### src/osc_mclk_defines.svh
// Constants for the on-chip oscillator and configuration master clock logic.
`ifndef OSC_MCLK_DEFINES_SVH
`define OSC_MCLK_DEFINES_SVH

// ----------------------------------------------------------------------------
// Clock and timing
// ----------------------------------------------------------------------------
`define CLK_PERIOD_NS      25
`define OSC_STABLE_NS      100
`define OSC_STABLE_CYC     ((`OSC_STABLE_NS + `CLK_PERIOD_NS - 1) / `CLK_PERIOD_NS)

// ----------------------------------------------------------------------------
// Master clock selection codes
// ----------------------------------------------------------------------------
`define MCLK_CODE_W        5
`define MCLK_CODE_DEFAULT  5'h00
`define MCLK_CODE_MAX      5'h14
`define MCLK_PERIOD_W      8
`define MIN_PERIOD         8'h02

`endif

### src/osc_mclk_pkg.sv
// Types shared by the oscillator and master clock logic.
`include "osc_mclk_defines.svh"

package osc_mclk_pkg;

    // ------------------------------------------------------------------------
    // Types
    // ------------------------------------------------------------------------
    typedef enum logic [1:0] {
        ST_OFF,
        ST_WARM,
        ST_RUN
    } osc_state_t;

    typedef logic [`MCLK_CODE_W-1:0]   mclk_code_t;
    typedef logic [`MCLK_PERIOD_W-1:0] period_t;

endpackage : osc_mclk_pkg

### src/onchip_osc_master_clock_select.sv
// On-chip oscillator enable, routing, user divider and master clock select.
//
// Behaviour
// - Oscillator runs only when the programming bit and the user enable are both set.
// - Oscillator clock is steered either to the clock tree or to the PLL reference.
// - Oscillator clock can be divided by a user-chosen tick count before use.
// - After reset the master clock runs at its default 2.08 MHz rate.
// - Master clock changes rate only after the configuration selection bits arrive.
// - A default selection, or none at all, keeps the master clock at 2.08 MHz.
// - Only the twenty-one menu codes are accepted; other codes are refused.
//
// Each CLK_IN edge stands for one tick at twice the oscillator rate, so the
// undivided 133 MHz menu entry is a period of two ticks.
// Oscillator disable is abrupt: the running phase may be cut short, since the
// source itself stops; rate and route changes are kept free of short phases.
`timescale 1ns/10ps
`default_nettype none
`include "osc_mclk_defines.svh"

module onchip_osc_master_clock_select #(
    parameter int DIV_W = 8
) (
    // Clock and reset.
    input  wire logic                    CLK_IN,
    input  wire logic                    SRST_IN,
    // Oscillator enables.
    input  wire logic                    OSC_PROG_EN_IN,
    input  wire logic                    OSC_USER_EN_IN,
    // Selection bits from the configuration engine.
    input  wire logic                    CFG_SEL_VALID_IN,
    input  wire logic [`MCLK_CODE_W-1:0] CFG_SEL_IN,
    // User routing and division.
    input  wire logic                    ROUTE_PLL_IN,
    input  wire logic [DIV_W-1:0]        USER_DIV_IN,
    // Oscillator status.
    output logic                         OSC_RUN_OUT,
    // Master clock and its state.
    output logic                         MCLK_OUT,
    output logic [`MCLK_CODE_W-1:0]      MCLK_CODE_OUT,
    output logic                         SEL_DONE_OUT,
    output logic                         SEL_REJECT_OUT,
    // Routed user clocks.
    output logic                         DIV_CLK_OUT,
    output logic                         TREE_CLK_OUT,
    output logic                         PLL_REF_OUT
);

    // ------------------------------------------------------------------------
    // Menu of master clock periods
    // ------------------------------------------------------------------------

    // Period in ticks for each menu code; code 0 is the default, code 20 undivided.
    function automatic osc_mclk_pkg::period_t mclk_period(input osc_mclk_pkg::mclk_code_t c);
        unique case (c)
            5'h00:   mclk_period = 8'h80; // 2.08 MHz.
            5'h01:   mclk_period = 8'h6C; // 2.46 MHz.
            5'h02:   mclk_period = 8'h54; // 3.17 MHz.
            5'h03:   mclk_period = 8'h3E; // 4.29 MHz.
            5'h04:   mclk_period = 8'h30; // 5.54 MHz.
            5'h05:   mclk_period = 8'h26; // 7 MHz.
            5'h06:   mclk_period = 8'h20; // 8.31 MHz.
            5'h07:   mclk_period = 8'h1D; // 9.17 MHz.
            5'h08:   mclk_period = 8'h1A; // 10.23 MHz.
            5'h09:   mclk_period = 8'h14; // 13.3 MHz.
            5'h0A:   mclk_period = 8'h12; // 14.78 MHz.
            5'h0B:   mclk_period = 8'h0D; // 20.46 MHz.
            5'h0C:   mclk_period = 8'h0A; // 26.6 MHz.
            5'h0D:   mclk_period = 8'h09; // 29.56 MHz.
            5'h0E:   mclk_period = 8'h08; // 33.25 MHz.
            5'h0F:   mclk_period = 8'h07; // 38 MHz.
            5'h10:   mclk_period = 8'h06; // 44.33 MHz.
            5'h11:   mclk_period = 8'h05; // 53.2 MHz.
            5'h12:   mclk_period = 8'h04; // 66.5 MHz.
            5'h13:   mclk_period = 8'h03; // 88.67 MHz.
            5'h14:   mclk_period = 8'h02; // 133 MHz.
            default: mclk_period = 8'h80; // Codes above the menu never get stored.
        endcase
    endfunction : mclk_period

    // ------------------------------------------------------------------------
    // Oscillator enable and start-up
    // ------------------------------------------------------------------------
    // Settling time in base ticks, rounded up so the wait is never short.
    localparam int STABLE_CYC = `OSC_STABLE_CYC;

    // Oscillator state and the count of settling ticks spent so far.
    osc_mclk_pkg::osc_state_t state;
    osc_mclk_pkg::osc_state_t next_state;
    logic [3:0]               warm_cnt;

    // Both enables must agree; either one alone stops the oscillator.
    wire logic osc_enable = OSC_PROG_EN_IN && OSC_USER_EN_IN;
    wire logic warm_done  = (warm_cnt == 4'(STABLE_CYC - 1));

    // Start-up waits out the settling time so no early edge reaches the outputs.
    always_comb begin
        next_state = state;
        unique case (state)
            osc_mclk_pkg::ST_OFF:  next_state = osc_enable ? osc_mclk_pkg::ST_WARM : state;
            osc_mclk_pkg::ST_WARM: next_state = warm_done ? osc_mclk_pkg::ST_RUN : state;
            osc_mclk_pkg::ST_RUN:  next_state = state;
        endcase
        if (!osc_enable) begin
            next_state = osc_mclk_pkg::ST_OFF;
        end
    end

    // State register and settling counter.
    always_ff @(posedge CLK_IN) begin
        if (SRST_IN) begin
            state    <= osc_mclk_pkg::ST_OFF;
            warm_cnt <= 4'h0;
        end else begin
            state    <= next_state;
            warm_cnt <= (state == osc_mclk_pkg::ST_WARM) ? warm_cnt + 4'h1 : 4'h0;
        end
    end

    // Run is decoded from the state so both generators start on one edge.
    wire logic osc_run = (state == osc_mclk_pkg::ST_RUN);

    // ------------------------------------------------------------------------
    // Selection capture
    // ------------------------------------------------------------------------
    // Code that the master clock will take at its next period boundary.
    osc_mclk_pkg::mclk_code_t sel_code;

    // Only the first selection after reset counts; later words are ignored.
    wire logic sel_take  = CFG_SEL_VALID_IN && !SEL_DONE_OUT;
    wire logic sel_legal = (CFG_SEL_IN <= `MCLK_CODE_MAX);

    // A refused code leaves the default in place and still ends the wait.
    always_ff @(posedge CLK_IN) begin
        if (SRST_IN) begin
            sel_code       <= `MCLK_CODE_DEFAULT;
            SEL_DONE_OUT   <= 1'b0;
            SEL_REJECT_OUT <= 1'b0;
        end else begin
            SEL_REJECT_OUT <= sel_take && !sel_legal;
            if (sel_take) begin
                SEL_DONE_OUT <= 1'b1;
                if (sel_legal) begin
                    sel_code <= CFG_SEL_IN;
                end
            end
        end
    end

    // ------------------------------------------------------------------------
    // Master clock generation
    // ------------------------------------------------------------------------
    // Load strobe from the generator marks the edge at which a new period begins.
    logic mclk_load;

    // The generator holds its period until a boundary, which keeps the switch clean.
    phase_clock_gen #(
        .W         (`MCLK_PERIOD_W)
    ) u_mclk_gen (
        .clk_in    (CLK_IN),
        .srst_in   (SRST_IN),
        .run_in    (osc_run),
        .period_in (mclk_period(sel_code)),
        .clk_out   (MCLK_OUT),
        .load_out  (mclk_load)
    );

    // The reported code follows the period the generator has really taken.
    always_ff @(posedge CLK_IN) begin
        if (SRST_IN) begin
            MCLK_CODE_OUT <= `MCLK_CODE_DEFAULT;
        end else if (mclk_load) begin
            MCLK_CODE_OUT <= sel_code;
        end
    end

    // ------------------------------------------------------------------------
    // User divider and routing
    // ------------------------------------------------------------------------
    // Raw divided clock, its load strobe and the route it currently follows.
    logic div_clk;
    logic div_load;
    logic route_pll;

    // Division below two ticks is raised to two, the undivided rate.
    phase_clock_gen #(
        .W         (DIV_W)
    ) u_user_div (
        .clk_in    (CLK_IN),
        .srst_in   (SRST_IN),
        .run_in    (osc_run),
        .period_in (USER_DIV_IN),
        .clk_out   (div_clk),
        .load_out  (div_load)
    );

    // The route flips only while the divided clock is low, so neither output
    // sees a runt pulse; the price is up to one divided period of latency.
    always_ff @(posedge CLK_IN) begin
        if (SRST_IN) begin
            route_pll <= 1'b0;
        end else if (div_load) begin
            route_pll <= ROUTE_PLL_IN;
        end
    end

    // A one-cycle lag on every routed clock is the cost of registered outputs.
    // Output stage: every routed clock leaves from its own flip-flop.
    always_ff @(posedge CLK_IN) begin
        if (SRST_IN) begin
            OSC_RUN_OUT  <= 1'b0;
            DIV_CLK_OUT  <= 1'b0;
            TREE_CLK_OUT <= 1'b0;
            PLL_REF_OUT  <= 1'b0;
        end else begin
            OSC_RUN_OUT  <= osc_run;
            DIV_CLK_OUT  <= div_clk;
            TREE_CLK_OUT <= div_clk && !route_pll;
            PLL_REF_OUT  <= div_clk && route_pll;
        end
    end

endmodule : onchip_osc_master_clock_select
`default_nettype wire

### src/phase_clock_gen.sv
// Divided clock generator whose period changes only at a period boundary or while stopped.
`timescale 1ns/10ps
`default_nettype none
`include "osc_mclk_defines.svh"

module phase_clock_gen #(
    parameter int W = 8
) (
    // Clock and reset.
    input  wire logic         clk_in,
    input  wire logic         srst_in,
    // Control.
    input  wire logic         run_in,
    input  wire logic [W-1:0] period_in,
    // Generated clock and load strobe.
    output logic              clk_out,
    output logic              load_out
);

    // ------------------------------------------------------------------------
    // Period arithmetic
    // ------------------------------------------------------------------------
    logic [W-1:0] cnt;
    logic [W-1:0] period;

    // Periods below two ticks cannot form a high and a low phase.
    function automatic logic [W-1:0] safe_period(input logic [W-1:0] p);
        safe_period = (p < W'(`MIN_PERIOD)) ? W'(`MIN_PERIOD) : p;
    endfunction : safe_period

    // High phase is the rounded-up half, so odd periods stay whole.
    function automatic logic [W-1:0] high_len(input logic [W-1:0] p);
        high_len = p - (p >> 1);
    endfunction : high_len

    // A new period is taken only at the end of a low phase, or while stopped.
    wire logic         at_end      = (cnt == period - W'(1));
    wire logic [W-1:0] next_period = (at_end || !run_in) ? safe_period(period_in) : period;
    wire logic [W-1:0] next_cnt    = at_end ? '0 : cnt + W'(1);
    wire logic         next_clk    = run_in && (next_cnt < high_len(next_period));

    assign load_out = at_end || !run_in;

    // Stopped, the counter parks on the last count so the first run tick starts high.
    always_ff @(posedge clk_in) begin
        if (srst_in) begin
            period  <= W'(`MIN_PERIOD);
            cnt     <= W'(`MIN_PERIOD) - W'(1);
            clk_out <= 1'b0;
        end else if (!run_in) begin
            period  <= next_period;
            cnt     <= next_period - W'(1);
            clk_out <= 1'b0;
        end else begin
            period  <= next_period;
            cnt     <= next_cnt;
            clk_out <= next_clk;
        end
    end

endmodule : phase_clock_gen
`default_nettype wire

### config.mk
export PLATFORM = sky130hd
export DESIGN_NAME = onchip_osc_master_clock_select
export DESIGN_NICKNAME = d
export VERILOG_FILES = /design/src/osc_mclk_pkg.sv /design/src/onchip_osc_master_clock_select.sv /design/src/phase_clock_gen.sv
export VERILOG_INCLUDE_DIRS = /design/src /design/src/src
export SDC_FILE = /design/constraint.sdc
export NUM_CORES = 1
export LEC_CHECK = 0
export BUFFER_PORTS_ARGS = -buffer_cell sky130_fd_sc_hd__buf_2
export CORE_MARGIN = 2
export CORE_UTILIZATION = 56
export DETAILED_ROUTE_END_ITERATION = 8
export GPL_TIMING_DRIVEN = 0
export MAX_ROUTING_LAYER = met4
export PLACE_DENSITY = 0.82
export SYNTH_ARGS = -nofsm -noshare
export SYNTH_HDL_FRONTEND = slang
export SYNTH_SLANG_ARGS = --single-unit
### constraint.sdc
create_clock -name CLK_IN -period 4.73 [get_ports CLK_IN]
set_input_delay 0.2365 -clock CLK_IN [delete_from_list [all_inputs] [get_ports CLK_IN]]
set_output_delay 0.2365 -clock CLK_IN [all_outputs]
set_load 0.01 [all_outputs]
==> results_dict.tcl <==
set metrics [dict create \
    initial_core_util 0.5787 \
    share_seq_of_total_power 0.321 \
    cts.clk_slew.worst_paths_ns 0.08 \
    p_per_area_nw_per_um2 342.1 \
    hold_viol 0 \
    finalMaxSlewViolations 0 \
    cpPeakStageDelay_ns 0.47 \
    grt_use_met3 0.03602 \
    rrSetupSlack_ns -0.1 \
    clockRootBuffer "clkbuf_8" \
    cp_cell_sequence "buf_6 -> nor4_4 -> mux2i_1 -> a221o_1 -> a2111oi_4 -> nor2_4 -> buf_6 -> mux2i_4 -> buf_6 -> ha_1 -> nand2b_1 -> a21oi_2 -> nor2_2 -> maj3_1 -> nand3_2 -> a31oi_4 -> nor4b_2 -> a311oi_1 -> ha_1 -> nand4_1 -> nand4_1 -> o21ai_1" \
    syn_area_um2 4755 \
    hold_buffers 0 \
    clock_latency_ns 0.36 \
    nNetsFinal 728 \
    grt_setup_unrepaired "yes" \
    p_leak_nw 2.478 \
    combPwrFrac 0.433 \
    violations "setup timing" \
    min_from "ROUTE_PLL_IN" \
    tightest_slew_ns 1.066 \
    die_y_um 96.14 \
    min_path_cells 3 \
    synthTopCellsByArea "dfxtp_1 (27%), ha_1 (13%), nor2_1 (6.2%), xor2_1 (4.8%), xnor2_1 (4.2%)" \
    die_area_um2 9243 \
    synth-async-reset-ratio 0 \
    rr_startpoint "u_mclk_gen.period[4]" \
    insertedDiodeCount 0 \
    clkPwrFrac 0.245 \
    slowest_stage "a2111oi_4" \
    firstDrtPassIters 7 \
    r2r_end "u_mclk_gen.clk_out" \
    synthMuxAreaShare 0.04474 \
    drt_iter0_drc 781 \
    numPortBuffers 29 \
    yosysTopAreaCell "dfxtp_1" \
    wl_per_cell_um 19.42 \
    synth_edf_count 0 \
    start_kind "register" \
    clock-sinks 65 \
    skew_ns 0.01062 \
    final.min_clock_period_ns 4.825 \
    syn_to_final_growth_pct 24.58 \
    drc 0 \
    rows 33 \
    intPower_mw 1.254 \
    switching_share 0.3811 \
    synthAdderAreaFrac 0.1458 \
    maxCapViolCount 0 \
    r2r_cells 22 \
    cp-end-kind "register" \
    vias 4908 \
    place_congestion 0.9512 \
    utilization 0.7209 \
    cts_tree "built" \
    arrival_ns 5.11 \
    ys_types 64 \
    max_freq_mhz 207.2 \
    report.final.setup_viol 2 \
    place_ws_ns -0.7780 \
    synth_top_area_frac 0.2737 \
    min_to "route_pll" \
    grt-ovfl-total 0 \
    peakVddDrop_v 0.0002165 \
    routed_wl_mm 14.92 \
    antenna_left 0 \
    seq_area_frac_synth 0.2737 \
    die_w_um 96.14 \
    grt_max_degree 13 \
    synth_xor_xnor_area_share 0.09026 \
    fin_ws_ns -0.09535 \
    synth_top_family_by_area "simple AND/OR/NAND/NOR gates" \
    dp_hpwl_mm 8.829 \
    syn_inst 578 \
    critical_path_class "reg -> reg" \
    switchingPower_mw 0.7723 \
    cts-buffers-inserted 9 \
    hold_slack_ns 0.1242 \
    hold_class "in -> reg" \
    synth_ff_type "dfxtp_1" \
    grt_pass1_vias 4284 \
    pin_count 31 \
    critPathMaxFanout 8 \
    final_cell_mix "nor2_1 (74), dfxtp_1 (58), ha_1 (43)" \
    grt_busiest_layer "met2" \
    grt_first_pass_wirelength_mm 20.29 \
    synth_compound_area_frac 0.1732 \
    cts_buffer_depth 2 \
    final_common_cell "nor2_1" \
    h-tree-depth 3 \
    period_share 1.020 \
    required_ns 5.02 \
    use_met1 0.3659 \
    yosys_register_bits 65 \
    yosys_warnings 0 \
    viasPerCell 6.391 \
    placeableCoreArea_um2 8217 \
    synthesis.nets 648 \
    antenna_found_initial 0 \
    slew_headroom 0.2829 \
    drive_gt1_frac 0.2489 \
    status "finished with violations" \
    syn_avg_cell_area_um2 8.226 \
    met2_usage 0.4850 \
    synthSimpleGateAreaFrac 0.2197 \
    grtUsageTotal 0.2930 \
    path_common_cell "buf_6" \
]
## critical path: cells and delay by family (launching register included)
kind / cells / cell delay [ns]
mux: 2 / 0.31
flops: 1 / 0.31
compound gates: 6 / 1.66
fa+ha+maj: 3 / 0.85
buf+inv: 3 / 0.48
simple gates: 8 / 1.15
## area by class of cell
type                    instances  area (um2)
flip-flops and latches         65        1318
clock inverters                 6       66.31
fillers                       547        2293
well taps                     105       131.4
multi-input cells             454        3538
clock buffers                  10       137.6
inverters                      37       141.4
repair buffers                 69       469.2
plain buffers                  22       121.4
## stage by stage
stage	area, um2	total power, mW	setup TNS [ns]	instances
6_report	5923	2.026	-0.1059	768
5_1_grt	5923	2.110	-0.4170	768
4_1_cts	5525	1.836	0	748
3_5_place_dp	5035	1.276	-1.321	712
3_3_place_gp	5035	1.245	-1.013	712
2_1_floorplan	4758	1.131	0	578
## synthesized netlist by cell type, types with 3 or more instances
| cell | instances |
|---|---|
| a21o_1 | 5 |
| ha_1 | 49 |
| o21a_1 | 5 |
| inv_1 | 36 |
| mux2i_1 | 19 |
| buf_6 | 3 |
| a31oi_1 | 5 |
| clkbuf_1 | 15 |
| o21ai_0 | 21 |
| or2_2 | 6 |
| and3_1 | 7 |
| nor2_1 | 79 |
| a211o_1 | 4 |
| xor2_1 | 26 |
| nand4_1 | 7 |
| a21oi_1 | 32 |
| nand2b_1 | 14 |
| o211ai_1 | 6 |
| nand3_1 | 21 |
| nor2b_1 | 8 |
| nand2_1 | 32 |
| a211oi_1 | 9 |
| nor3_1 | 19 |
| maj3_1 | 4 |
| dfxtp_1 | 65 |
| o21bai_1 | 3 |
| xnor2_1 | 23 |
| nor4_1 | 3 |
| and2_1 | 4 |
## sequential cells by signal, summed over array words and instances, names as in the netlist
register,cells
u_user_div.clk_out,1
OSC_RUN_OUT,1
DIV_CLK_OUT,1
u_mclk_gen.cnt,8
PLL_REF_OUT,1
route_pll,1
u_user_div.cnt,8
u_mclk_gen.period,8
TREE_CLK_OUT,1
u_user_div.period,8
u_mclk_gen.period_in,8
SEL_DONE_OUT,1
warm_cnt,4
MCLK_CODE_OUT,5
sel_code,5
state,2
SEL_REJECT_OUT,1
u_mclk_gen.clk_out,1
## how the worst max path moves through the flow
| stage | slack [ns] | startpoint | endpoint | cells after the start |
|---|---|---|---|---|
| 2_1_floorplan | 0.004 | u_mclk_gen.period[0] | u_mclk_gen.clk_out | 22 |
| 6_report | -0.1 | u_mclk_gen.period[4] | u_mclk_gen.clk_out | 22 |
| 3_3_place_gp | -0.63 | u_mclk_gen.period[0] | u_mclk_gen.clk_out | 22 |
| 5_1_grt | -0.27 | u_mclk_gen.period[0] | u_mclk_gen.clk_out | 23 |
| 3_5_place_dp | -0.78 | u_mclk_gen.period[0] | u_mclk_gen.clk_out | 22 |
| 4_1_cts | 0.02 | u_mclk_gen.period[3] | u_mclk_gen.clk_out | 22 |
## routing by layer
layer  share of wire  up-vias
li1                -     2182
met3           0.099       98
met4           0.055        0
met1            0.38     2284
met2            0.46      344
met5               0        -
## cell families after synthesis
kind of cell / count (synthesis)
adder cells (fa/ha/maj): 55
flip-flops: 65
multiplexers: 21
AO/OA/AOI/OAI: 116
buffers and inverters: 59
XOR/XNOR: 49
AND/OR/NAND/NOR: 213
## power by group through the flow
stage	Clock [mW]	Sequential (mW)	Combinational, mW
final	0.497	0.651	0.878
after global placement	0	0.649	0.597
after detailed placement	0	0.652	0.625
after global routing	0.516	0.654	0.940
after CTS	0.488	0.642	0.706
after floorplan	0	0.638	0.493
## repair_timing
item / CTS / global route
gates resized for setup: 31 / 57
pin swaps: 7 / 38
setup endpoints to repair: 2 / 2
buffers inserted: 20 / 20
Note: power is estimated with default switching activity, not from simulation.
